## config.mk

```make
export PLATFORM = sky130hd
export DESIGN_NAME = rss_supervisor
export DESIGN_NICKNAME = d
export VERILOG_FILES = /design/src/pkg/rss_pkg.sv /design/src/design/rss_lvd_filter.sv /design/src/design/rss_supervisor.sv
export VERILOG_INCLUDE_DIRS = /design/src /design/src/pkg
export SDC_FILE = /design/constraint.sdc
export NUM_CORES = 1
export LEC_CHECK = 0
export ABC_AREA = 1
export BUFFER_PORTS_ARGS = -buffer_cell sky130_fd_sc_hd__buf_2
export CAP_MARGIN = 15
export CELL_PAD_IN_SITES_DETAIL_PLACEMENT = 0
export CELL_PAD_IN_SITES_GLOBAL_PLACEMENT = 1
export CORE_AREA = 2 2 128 130
export CTS_CLUSTER_SIZE = 20
export DETAILED_ROUTE_END_ITERATION = 10
export DIE_AREA = 0 0 130 132
export GPL_TIMING_DRIVEN = 0
export PLACE_DENSITY_LB_ADDON = 0.1
export REMOVE_ABC_BUFFERS = 1
export SETUP_SLACK_MARGIN = 0.02
export SLEW_MARGIN = 10
export SYNTH_ARGS = -nofsm -noshare
export SYNTH_HDL_FRONTEND = slang
export SYNTH_SLANG_ARGS = --single-unit
export TNS_END_PERCENT = 100
```

## constraint.sdc

```tcl
create_clock -name pclk -period 1.5 [get_ports pclk]
set_input_delay 0.3 -clock pclk [delete_from_list [all_inputs] [get_ports pclk]]
set_output_delay 0.3 -clock pclk [all_outputs]
set_load 0.005 [all_outputs]
```

## src/pkg/rss_map.svh

```systemverilog
// Register map, field positions and timing counts of the reset source supervisor
`ifndef RSS_MAP_SVH
`define RSS_MAP_SVH
`define RSS_PRC_IDX        8'hAF
`define RSS_PRC_ADDR       12'h2BC
`define RSS_STAT_ADDR      12'h2C0
`define RSS_CTRL_ADDR      12'h2C4
`define RSS_PRC_WDT_BIT    2
`define RSS_PRC_LVD_BIT    0
`define RSS_PRC_RESET      8'h01
`define RSS_PRC_WMASK      8'h05
`define RSS_DROP_EXP       10
`define RSS_HOLD_EXP       17
`endif

```

## src/pkg/rss_pkg.sv

```systemverilog
// Types of the reset source supervisor
package rss_pkg;
  typedef enum logic [1:0] {
    RSS_RUN  = 2'b00,
    RSS_IDLE = 2'b01,
    RSS_PD   = 2'b10
  } rss_mode_t;
  typedef enum logic [1:0] {
    RSS_OK    = 2'b00,
    RSS_DROP  = 2'b01,
    RSS_LOW   = 2'b10,
    RSS_HOLD  = 2'b11
  } rss_lvd_t;
endpackage : rss_pkg

```

## src/design/rss_lvd_filter.sv

```systemverilog
// One low-voltage detector channel: synchroniser, drop-down width filter and release hold
`timescale 1ns/10ps
`default_nettype none
module rss_lvd_filter #(
  parameter int DROP_CYC = 1024,
  parameter int HOLD_CYC = 131072,
  // Set on the supply channel: reset release is then held like a recovery
  parameter bit START_HELD = 1'b0
) (
  input  wire logic pclk,
  input  wire logic presetn,
  input  wire logic arm,
  input  wire logic low_async,
  output logic      rst_out
);
  localparam int CW = $clog2(HOLD_CYC + 1);
  initial begin
    if (DROP_CYC < 1 || HOLD_CYC < 1 || DROP_CYC > HOLD_CYC)
      $error("rss_lvd_filter: bad counts");
  end
  logic [2:0]        sync_q;
  logic [2:0]        sync_d;
  logic              low_q;
  logic              low_d;
  rss_pkg::rss_lvd_t st_q;
  rss_pkg::rss_lvd_t st_d;
  logic [CW-1:0]     cnt_q;
  logic [CW-1:0]     cnt_d;
  logic              rst_q;
  logic              rst_d;
  always_comb begin
    sync_d = {sync_q[1:0], low_async};
    low_d  = (sync_q[1] == sync_q[2]) ? sync_q[2] : low_q;
    st_d   = st_q;
    cnt_d  = cnt_q;
    case (st_q)
      rss_pkg::RSS_OK: begin
        if (low_q && arm) begin
          st_d  = rss_pkg::RSS_DROP;
          cnt_d = CW'(1);
        end
      end
      rss_pkg::RSS_DROP: begin
        // Drop must persist for full width
        if (!low_q || !arm) begin
          st_d = rss_pkg::RSS_OK;
        end else if (cnt_q >= CW'(DROP_CYC)) begin
          st_d = rss_pkg::RSS_LOW;
        end else begin
          cnt_d = cnt_q + CW'(1);
        end
      end
      rss_pkg::RSS_LOW: begin
        if (!low_q) begin
          st_d  = rss_pkg::RSS_HOLD;
          cnt_d = CW'(1);
        end
      end
      rss_pkg::RSS_HOLD: begin
        // Hold after recovery, restart on new sag
        if (low_q) begin
          st_d = rss_pkg::RSS_LOW;
        end else if (cnt_q >= CW'(HOLD_CYC)) begin
          st_d = rss_pkg::RSS_OK;
        end else begin
          cnt_d = cnt_q + CW'(1);
        end
      end
      default: st_d = rss_pkg::RSS_OK;
    endcase
    rst_d = (st_d == rss_pkg::RSS_LOW) || (st_d == rss_pkg::RSS_HOLD);
  end
  always_ff @(posedge pclk or negedge presetn) begin
    if (!presetn) begin
      sync_q <= 3'h0;
      low_q  <= 1'b0;
      st_q   <= START_HELD ? rss_pkg::RSS_HOLD : rss_pkg::RSS_OK;
      cnt_q  <= START_HELD ? CW'(1) : CW'(0);
      rst_q  <= START_HELD;
    end else begin
      sync_q <= sync_d;
      low_q  <= low_d;
      st_q   <= st_d;
      cnt_q  <= cnt_d;
      rst_q  <= rst_d;
    end
  end
  assign rst_out = rst_q;
endmodule : rss_lvd_filter
`default_nettype wire

```

## src/design/rss_supervisor.sv

```systemverilog
// Reset source supervisor: reset merge, supply filters, power-on hold and control register
//
// Chosen here: the APB register port.
`timescale 1ns/10ps
`default_nettype none
`include "rss_map.svh"
// Overview of operation
// - Merge hardware, watchdog, resume and bus-reset causes into system reset.
// - Power-on reset is asserted from first power and resets whole chip.
// - Power-on reset holds 2^17 clocks after supply passes threshold.
// - Supply supervisor stays active in normal, idle and power-down.
// - Supply reset after 2^10 low clocks; shares signal with power-on reset.
// - Supply reset held 2^17 clocks after supply recovers.
// - Idle watchdog enable, bit 2, resets to 0; 1 runs watchdog in idle.
// - Core detector enable, bit 0, resets to 1; arms core detector in power-down.
// - Control fields reset on hardware, bus or resume reset, not watchdog.
// - Core rail reset after 2^10 low clocks.
// - Core rail reset held 2^17 clocks after recovery.
// - IO rail sag drives a whole-chip reset.
// - IO rail reset after 2^10 low clocks, released 2^17 after recovery.
// - Core and peripherals run from the 12 MHz system clock.
// - Wake-up timer runs from its own 32 kHz clock, outside this block.
// - Watchdog overflow raises the watchdog reset source.
// - Resume reset reinitialises control fields and restarts fetch at zero.
// - Bus reset reinitialises some registers and restarts at zero.
module rss_supervisor #(
  parameter int DROP_CYC = 1 << `RSS_DROP_EXP,
  parameter int HOLD_CYC = 1 << `RSS_HOLD_EXP
) (
  input  wire logic        pclk,
  input  wire logic        presetn,
  input  wire logic        psel,
  input  wire logic        penable,
  input  wire logic        pwrite,
  input  wire logic [11:0] paddr,
  input  wire logic [31:0] pwdata,
  output logic [31:0]      prdata,
  output logic             pready,
  output logic             pslverr,
  input  wire logic        supply_low,
  input  wire logic        core_low,
  input  wire logic        io_low,
  input  wire logic        ext_reset_n,
  input  wire logic        watchdog_overflow,
  input  wire logic        resume_event,
  input  wire logic        usb_bus_reset,
  input  wire logic [1:0]  cpu_mode,
  output logic             system_reset,
  output logic             hw_reset,
  output logic             field_reset,
  output logic             idle_watchdog_enable,
  output logic             watchdog_run
);
  initial begin
    if (DROP_CYC < 1 || HOLD_CYC < DROP_CYC)
      $error("rss_supervisor: bad counts");
  end
  logic            sup_rst;
  logic            core_rst;
  logic            io_rst;
  logic            core_arm;
  logic [2:0]      ext_q;
  logic [2:0]      ext_d;
  logic            ext_rst_q;
  logic            ext_rst_d;
  logic [2:0]      src_q;
  logic [2:0]      src_d;
  logic [7:0]      prc_q;
  logic [7:0]      prc_d;
  logic [7:0]      cause_q;
  logic [7:0]      cause_d;
  logic            sys_q;
  logic            sys_d;
  logic            hw_q;
  logic            hw_d;
  logic            fld_q;
  logic            fld_d;
  logic [31:0]     rdata_q;
  logic [31:0]     rdata_d;
  logic            wr;
  logic            rd;
  logic            hit;
  rss_pkg::rss_mode_t mode;
  assign mode = rss_pkg::rss_mode_t'(cpu_mode);
  assign core_arm = (mode != rss_pkg::RSS_PD) || prc_q[`RSS_PRC_LVD_BIT];
  // supply channel leaves reset in its hold phase
  rss_lvd_filter #(.DROP_CYC(DROP_CYC), .HOLD_CYC(HOLD_CYC), .START_HELD(1'b1)) u_supply (
    .pclk      (pclk),
    .presetn   (presetn),
    .arm       (1'b1),
    .low_async (supply_low),
    .rst_out   (sup_rst)
  );
  rss_lvd_filter #(.DROP_CYC(DROP_CYC), .HOLD_CYC(HOLD_CYC)) u_core (
    .pclk      (pclk),
    .presetn   (presetn),
    .arm       (core_arm),
    .low_async (core_low),
    .rst_out   (core_rst)
  );
  rss_lvd_filter #(.DROP_CYC(DROP_CYC), .HOLD_CYC(HOLD_CYC)) u_io (
    .pclk      (pclk),
    .presetn   (presetn),
    .arm       (1'b1),
    .low_async (io_low),
    .rst_out   (io_rst)
  );
  assign wr  = psel && penable && pwrite;
  assign rd  = psel && !penable && !pwrite;
  assign hit = (paddr == `RSS_PRC_ADDR) || (paddr == `RSS_STAT_ADDR);
  always_comb begin
    // Pin reset synchronised, second and third agree
    ext_d     = {ext_q[1:0], !ext_reset_n};
    ext_rst_d = (ext_q[1] == ext_q[2]) ? ext_q[2] : ext_rst_q;
    // Same-clock pulses registered for clean merge
    src_d = {usb_bus_reset, resume_event, watchdog_overflow};
    // power-on hold via shared supply filter
    // io rail sag resets whole chip
    hw_d  = sup_rst || core_rst || io_rst || ext_rst_q;
    fld_d = hw_d || src_q[1] || src_q[2];
    sys_d = hw_d || src_q[0] || src_q[1] || src_q[2];
    prc_d = prc_q;
    if (fld_q) begin
      prc_d = `RSS_PRC_RESET;
    end else if (wr && paddr == `RSS_PRC_ADDR) begin
      prc_d = pwdata[7:0] & `RSS_PRC_WMASK;
    end
    // Cause flags sticky; set wins over the clear
    cause_d = cause_q;
    if (wr && paddr == `RSS_STAT_ADDR) begin
      cause_d = cause_q & ~pwdata[7:0];
    end
    cause_d = cause_d | {2'b00, io_rst, core_rst, src_q[2], src_q[1], src_q[0], sup_rst};
    rdata_d = rdata_q;
    if (rd) begin
      case (paddr)
        `RSS_PRC_ADDR:  rdata_d = {24'h000000, prc_q};
        `RSS_STAT_ADDR: rdata_d = {24'h000000, cause_q};
        default:        rdata_d = 32'h00000000;
      endcase
    end
  end
  always_ff @(posedge pclk or negedge presetn) begin
    if (!presetn) begin
      ext_q     <= 3'h0;
      ext_rst_q <= 1'b0;
      src_q     <= 3'h0;
      prc_q     <= `RSS_PRC_RESET;
      cause_q   <= 8'h01;
      sys_q     <= 1'b1;
      hw_q      <= 1'b1;
      fld_q     <= 1'b1;
      rdata_q   <= 32'h00000000;
    end else begin
      ext_q     <= ext_d;
      ext_rst_q <= ext_rst_d;
      src_q     <= src_d;
      prc_q     <= prc_d;
      cause_q   <= cause_d;
      sys_q     <= sys_d;
      hw_q      <= hw_d;
      fld_q     <= fld_d;
      rdata_q   <= rdata_d;
    end
  end
  // all logic on the 12 MHz system clock
  assign system_reset         = sys_q;
  assign hw_reset             = hw_q;
  assign field_reset          = fld_q;
  assign idle_watchdog_enable = prc_q[`RSS_PRC_WDT_BIT];
  assign watchdog_run = (mode == rss_pkg::RSS_RUN) ||
                        ((mode == rss_pkg::RSS_IDLE) && prc_q[`RSS_PRC_WDT_BIT]);
  // Zero-wait; read data registered in setup
  assign prdata  = rdata_q;
  assign pready  = 1'b1;
  assign pslverr = psel && penable && !hit;
endmodule : rss_supervisor
`default_nettype wire

```

==> results by group <==
Status
  • Outcome: complete, but fails checks
  • Violations in the final reports: negative setup slack

Detailed routing
  • Iteration-0 DRC Markers: approximately 290
  • DRC violation count after routing: 0
  • Detail-routed via count per cell: between 4 and 5
  • Wirelength, routed: about 14 mm
  • Total number of vias: approximately 5000
  • Count of TritonRoute iterations in the first routing pass: 4
  • Wire length per cell after detailed routing: roughly 13 um
  • Routed Antenna Nets: 0

Pwr
  • Power density cells: 907 nW/um2
  • Power Total: 6.47 mW
  • Maximum VDD drop: 0.000583 V
  • Static Leakage: about 3.2 nW

Global routing
  • Wire length of the first global-routing pass: approximately 23 mm
  • Vias in the first global route: approximately 4800
  • All-Layer GR Usage: about 17%
  • Largest net degree at the start of global routing: 82
  • Global route total overflow: 0
  • Number of antenna violations at the first check in global routing: 0

Yosys
  • Sequential element share of the synthesized area: between 40% and 50%
  • Netlist Area Pre-Place: roughly 5700 um2
  • Avg Synthesized Cell Area: about 7.6 um2
  • Post-synthesis async set-or-reset flop share: 100%
  • Most used flip-flop cell after synthesis: sky130_fd_sc_hd__dfrtp_1
  • Number of enable flip-flop cells after synthesis: 0
  • Flip-flop and latch count after synthesis: 103
  • Mapped Cells: around 750
  • Netlist cell types: 40
  • Count of yosys warnings during synthesis: 0

STA
  • Number of pins exceeding their max-slew limit in the final report: 0
  • Final hold violation count: 0
  • Measured slew at the worst slew-check pin: around 500 ps
  • Final critical-path share of the clock period: 100%
  • Final worst path period need: 1500 ps
  • Final setup fails: 1
  • Unrepaired setup endpoints after global routing: yes
  • Worst-case headroom to the max-slew limit: 66.4%
  • Achievable clock frequency: ~670 MHz
  • Maximum clock skew at final layout: approximately 6.5 ps
  • Post-layout worst setup margin: -3.64 ps

Worst setup path
  • Worst path arrival time: between 1500 and 2000 ps
  • Critical Path End Type: flip-flop
  • Depth of the worst register-to-register path: 9
  • Max FO, Critical Path: 13
  • Slack of the worst reg-to-reg path: -4 ps
  • Startpoint type of the worst setup path: flip-flop
  • Required arrival time at the worst endpoint: between 1500 and 2000 ps
  • Worst setup path category: reg2reg
  • Startpoint of the worst register-to-register path: u_supply.st_q[1]
  • Critical R2R Capture: u_supply.cnt_q[3]

Placed design
  • IO buf count: 47
  • Sum of net half-perimeters after detailed placement: between 8 and 9 mm
  • Weighted congestion reported at the end of routability-driven placement: 0.795

Clock tree
  • Clock latency of the later-clocked register in the worst-skew pair: 360 ps
  • Number of buffers created by CTS: 9
  • H-tree depth: 3
  • Clock transition at the register clock pins on the worst setup and hold paths after CTS: 70 ps
  • Number of sinks on the clock net: roughly 100
  • CTS Root Buffer Type: sky130_fd_sc_hd__clkbuf_16
  • CTS tree: yes
  • Number of buffers on the longest clock path: 2

Hold path
  • Worst Hold Endpoint: src_q[0]
  • Worst hold stages: 1
  • Hold path start: watchdog_overflow
  • Min-delay worst type: in2reg

Floorplan
  • Num rows: 46
  • Area of the placeable core: between 15000 and 20000 um2
  • Effective utilization at floorplan: a little over a third
  • Number of primary I/O pins: 97
  • Height of the chip: ~130 um
  • Die area: 17200 um2
  • Die outline width: between 100 and 150 um

Layout
  • Final layout net count: just over 900
  • Fill cell instance count of the final layout: around 1600
  • Relative area change from synthesis to final layout: 24.6%
  • Antenna fix cells: 0
  • Proportion of layout cells with a drive suffix above 1: 26.2%
  • Post-layout utilization of the core: approximately 45%

Run
  • Number of max-capacitance violations reported: 0
[layout by cell type, fill, tap and decap left out, drive strengths merged, types with 10 or more instances in the layout]
| cell | count |
|---|---|
| nand4 | 38 |
| clkbuf | 11 |
| nor2 | 91 |
| o21ai | 65 |
| nand2 | 208 |
| conb | 25 |
| buf | 96 |
| inv | 99 |
| a21oi | 14 |
| nand3 | 54 |
| dfrtp | 94 |
| o21bai | 10 |
[critical path, stage by stage (launching register included)]
cell and delay (ps):
sky130_fd_sc_hd__dfstp_2 540, sky130_fd_sc_hd__inv_2 60, sky130_fd_sc_hd__a21oi_2 110, sky130_fd_sc_hd__nand2_1 70, sky130_fd_sc_hd__nand2_2 130, sky130_fd_sc_hd__inv_4 70
sky130_fd_sc_hd__nor2_4 100, sky130_fd_sc_hd__buf_12 140, sky130_fd_sc_hd__o21ai_1 60, sky130_fd_sc_hd__o21a_1 100
[layout make-up]
type,count,area (um2),area share (%)
well taps,216,270,3.79
repair buffers,97,734,10.3
multi-input cells,537,2800,39.3
repair inverters,1,11.3,0.158
clock buffers,11,233,3.26
inverters,98,388,5.44
clock inverters,5,82.6,1.16
flip-flops and latches,103,2610,36.6
[state kept, by name, summed over array words and instances (netlist names), 2 cells and up]
register / flops
u_io.sync_q: 3
u_core.st_q: 2
ext_q: 3
u_io.st_q: 2
u_supply.sync_q: 3
cause_q: 8
src_q: 3
u_supply.st_q: 2
u_core.sync_q: 3
u_io.cnt_q: 18
prdata: 8
u_core.cnt_q: 18
u_supply.cnt_q: 18
prc_q: 2
[through the flow]
step	instances	hold slack [ps]	setup WS, ps	setup TNS [ps]	area [um2]
2_1_floorplan	736	4.41	-92.6	-840	5520
3_3_place_gp	999	334	-1160	-131110	6030
3_5_place_dp	1000	171	-604	-18840	6060
4_1_cts	1050	24.7	-2.12	-2.12	6780
5_1_grt	1068	31.0	-99.0	-1940	7130
6_report	1068	47.2	-3.64	-3.64	7130
[cell usage after synthesis (5+ instances only)]
master	number	share of area (%)
sky130_fd_sc_hd__nand2_1	201	13
sky130_fd_sc_hd__dfrtp_1	94	41
sky130_fd_sc_hd__inv_1	92	6.0
sky130_fd_sc_hd__nor2_1	83	5.4
sky130_fd_sc_hd__nand3_1	54	4.7
sky130_fd_sc_hd__o21ai_0	39	3.4
sky130_fd_sc_hd__nand4_1	38	4.2
sky130_fd_sc_hd__buf_4	27	3.5
sky130_fd_sc_hd__o21ai_1	18	1.6
sky130_fd_sc_hd__a21oi_1	10	0.87
sky130_fd_sc_hd__dfstp_2	9	4.1
sky130_fd_sc_hd__o21bai_1	9	1.2
sky130_fd_sc_hd__o21ai_2	8	1.2
sky130_fd_sc_hd__nand2_2	7	0.77
sky130_fd_sc_hd__nor3_1	7	0.61
sky130_fd_sc_hd__ha_1	6	1.3
sky130_fd_sc_hd__buf_2	5	0.44
[kinds of logic after synthesis]
| kind of cell | synth area share, % |
|---|---|
| AOI/OAI and AO/OA | 9.95 |
| xor gates and xnor gates | 0.612 |
| adders and majority gates | 2.01 |
| buffers and inverters | 11.4 |
| DFF | 45.2 |
| other | 0.131 |
| and+or+nand+nor | 30.6 |
[worst max-delay path by stage]
stage	from	endpoint	slack, ps	cells past startpoint
5_1_grt	u_core.cnt_q[13]	u_core.cnt_q[15]	-100	9
3_3_place_gp	presetn	u_supply.cnt_q[1]	-1160	1
2_1_floorplan	u_io.st_q[0]	u_io.cnt_q[2]	-90	8
3_5_place_dp	u_io.st_q[0]	u_io.cnt_q[2]	-600	8
6_report	u_supply.st_q[1]	u_supply.cnt_q[3]	-4	9
4_1_cts	u_supply.cnt_q[13]	u_supply.cnt_q[10]	-2	7
[per-layer routing]
metal | wire length, um | up-vias | global-route usage (%)
met2 | 6450 | 90 | 26.7
met3 | 521 | 14 | 3.57
met1 | 6840 | 2348 | 23.6
li1 | - | 2557 | -
met4 | 172 | 0 | 4.84
met5 | 0 | - | 0
[report_power, final]
group          switching (mW)  total [mW]  internal [mW]  leakage, nW
clock network            1.08        2.55           1.47        0.154
logic                   0.543       0.907          0.364         1.79
registers               0.114        3.01           2.90         1.29
[timing repair]
item                                    CTS  global route
endpoints found under the setup margin   60            55
setup buffers                            30            18
hold endpoints to repair                 20             0
pin swaps                                12            19
cloned                                    3             0
gates resized for setup                  39            85
hold buffers                              1             0
(Power assumes the default switching activity.)
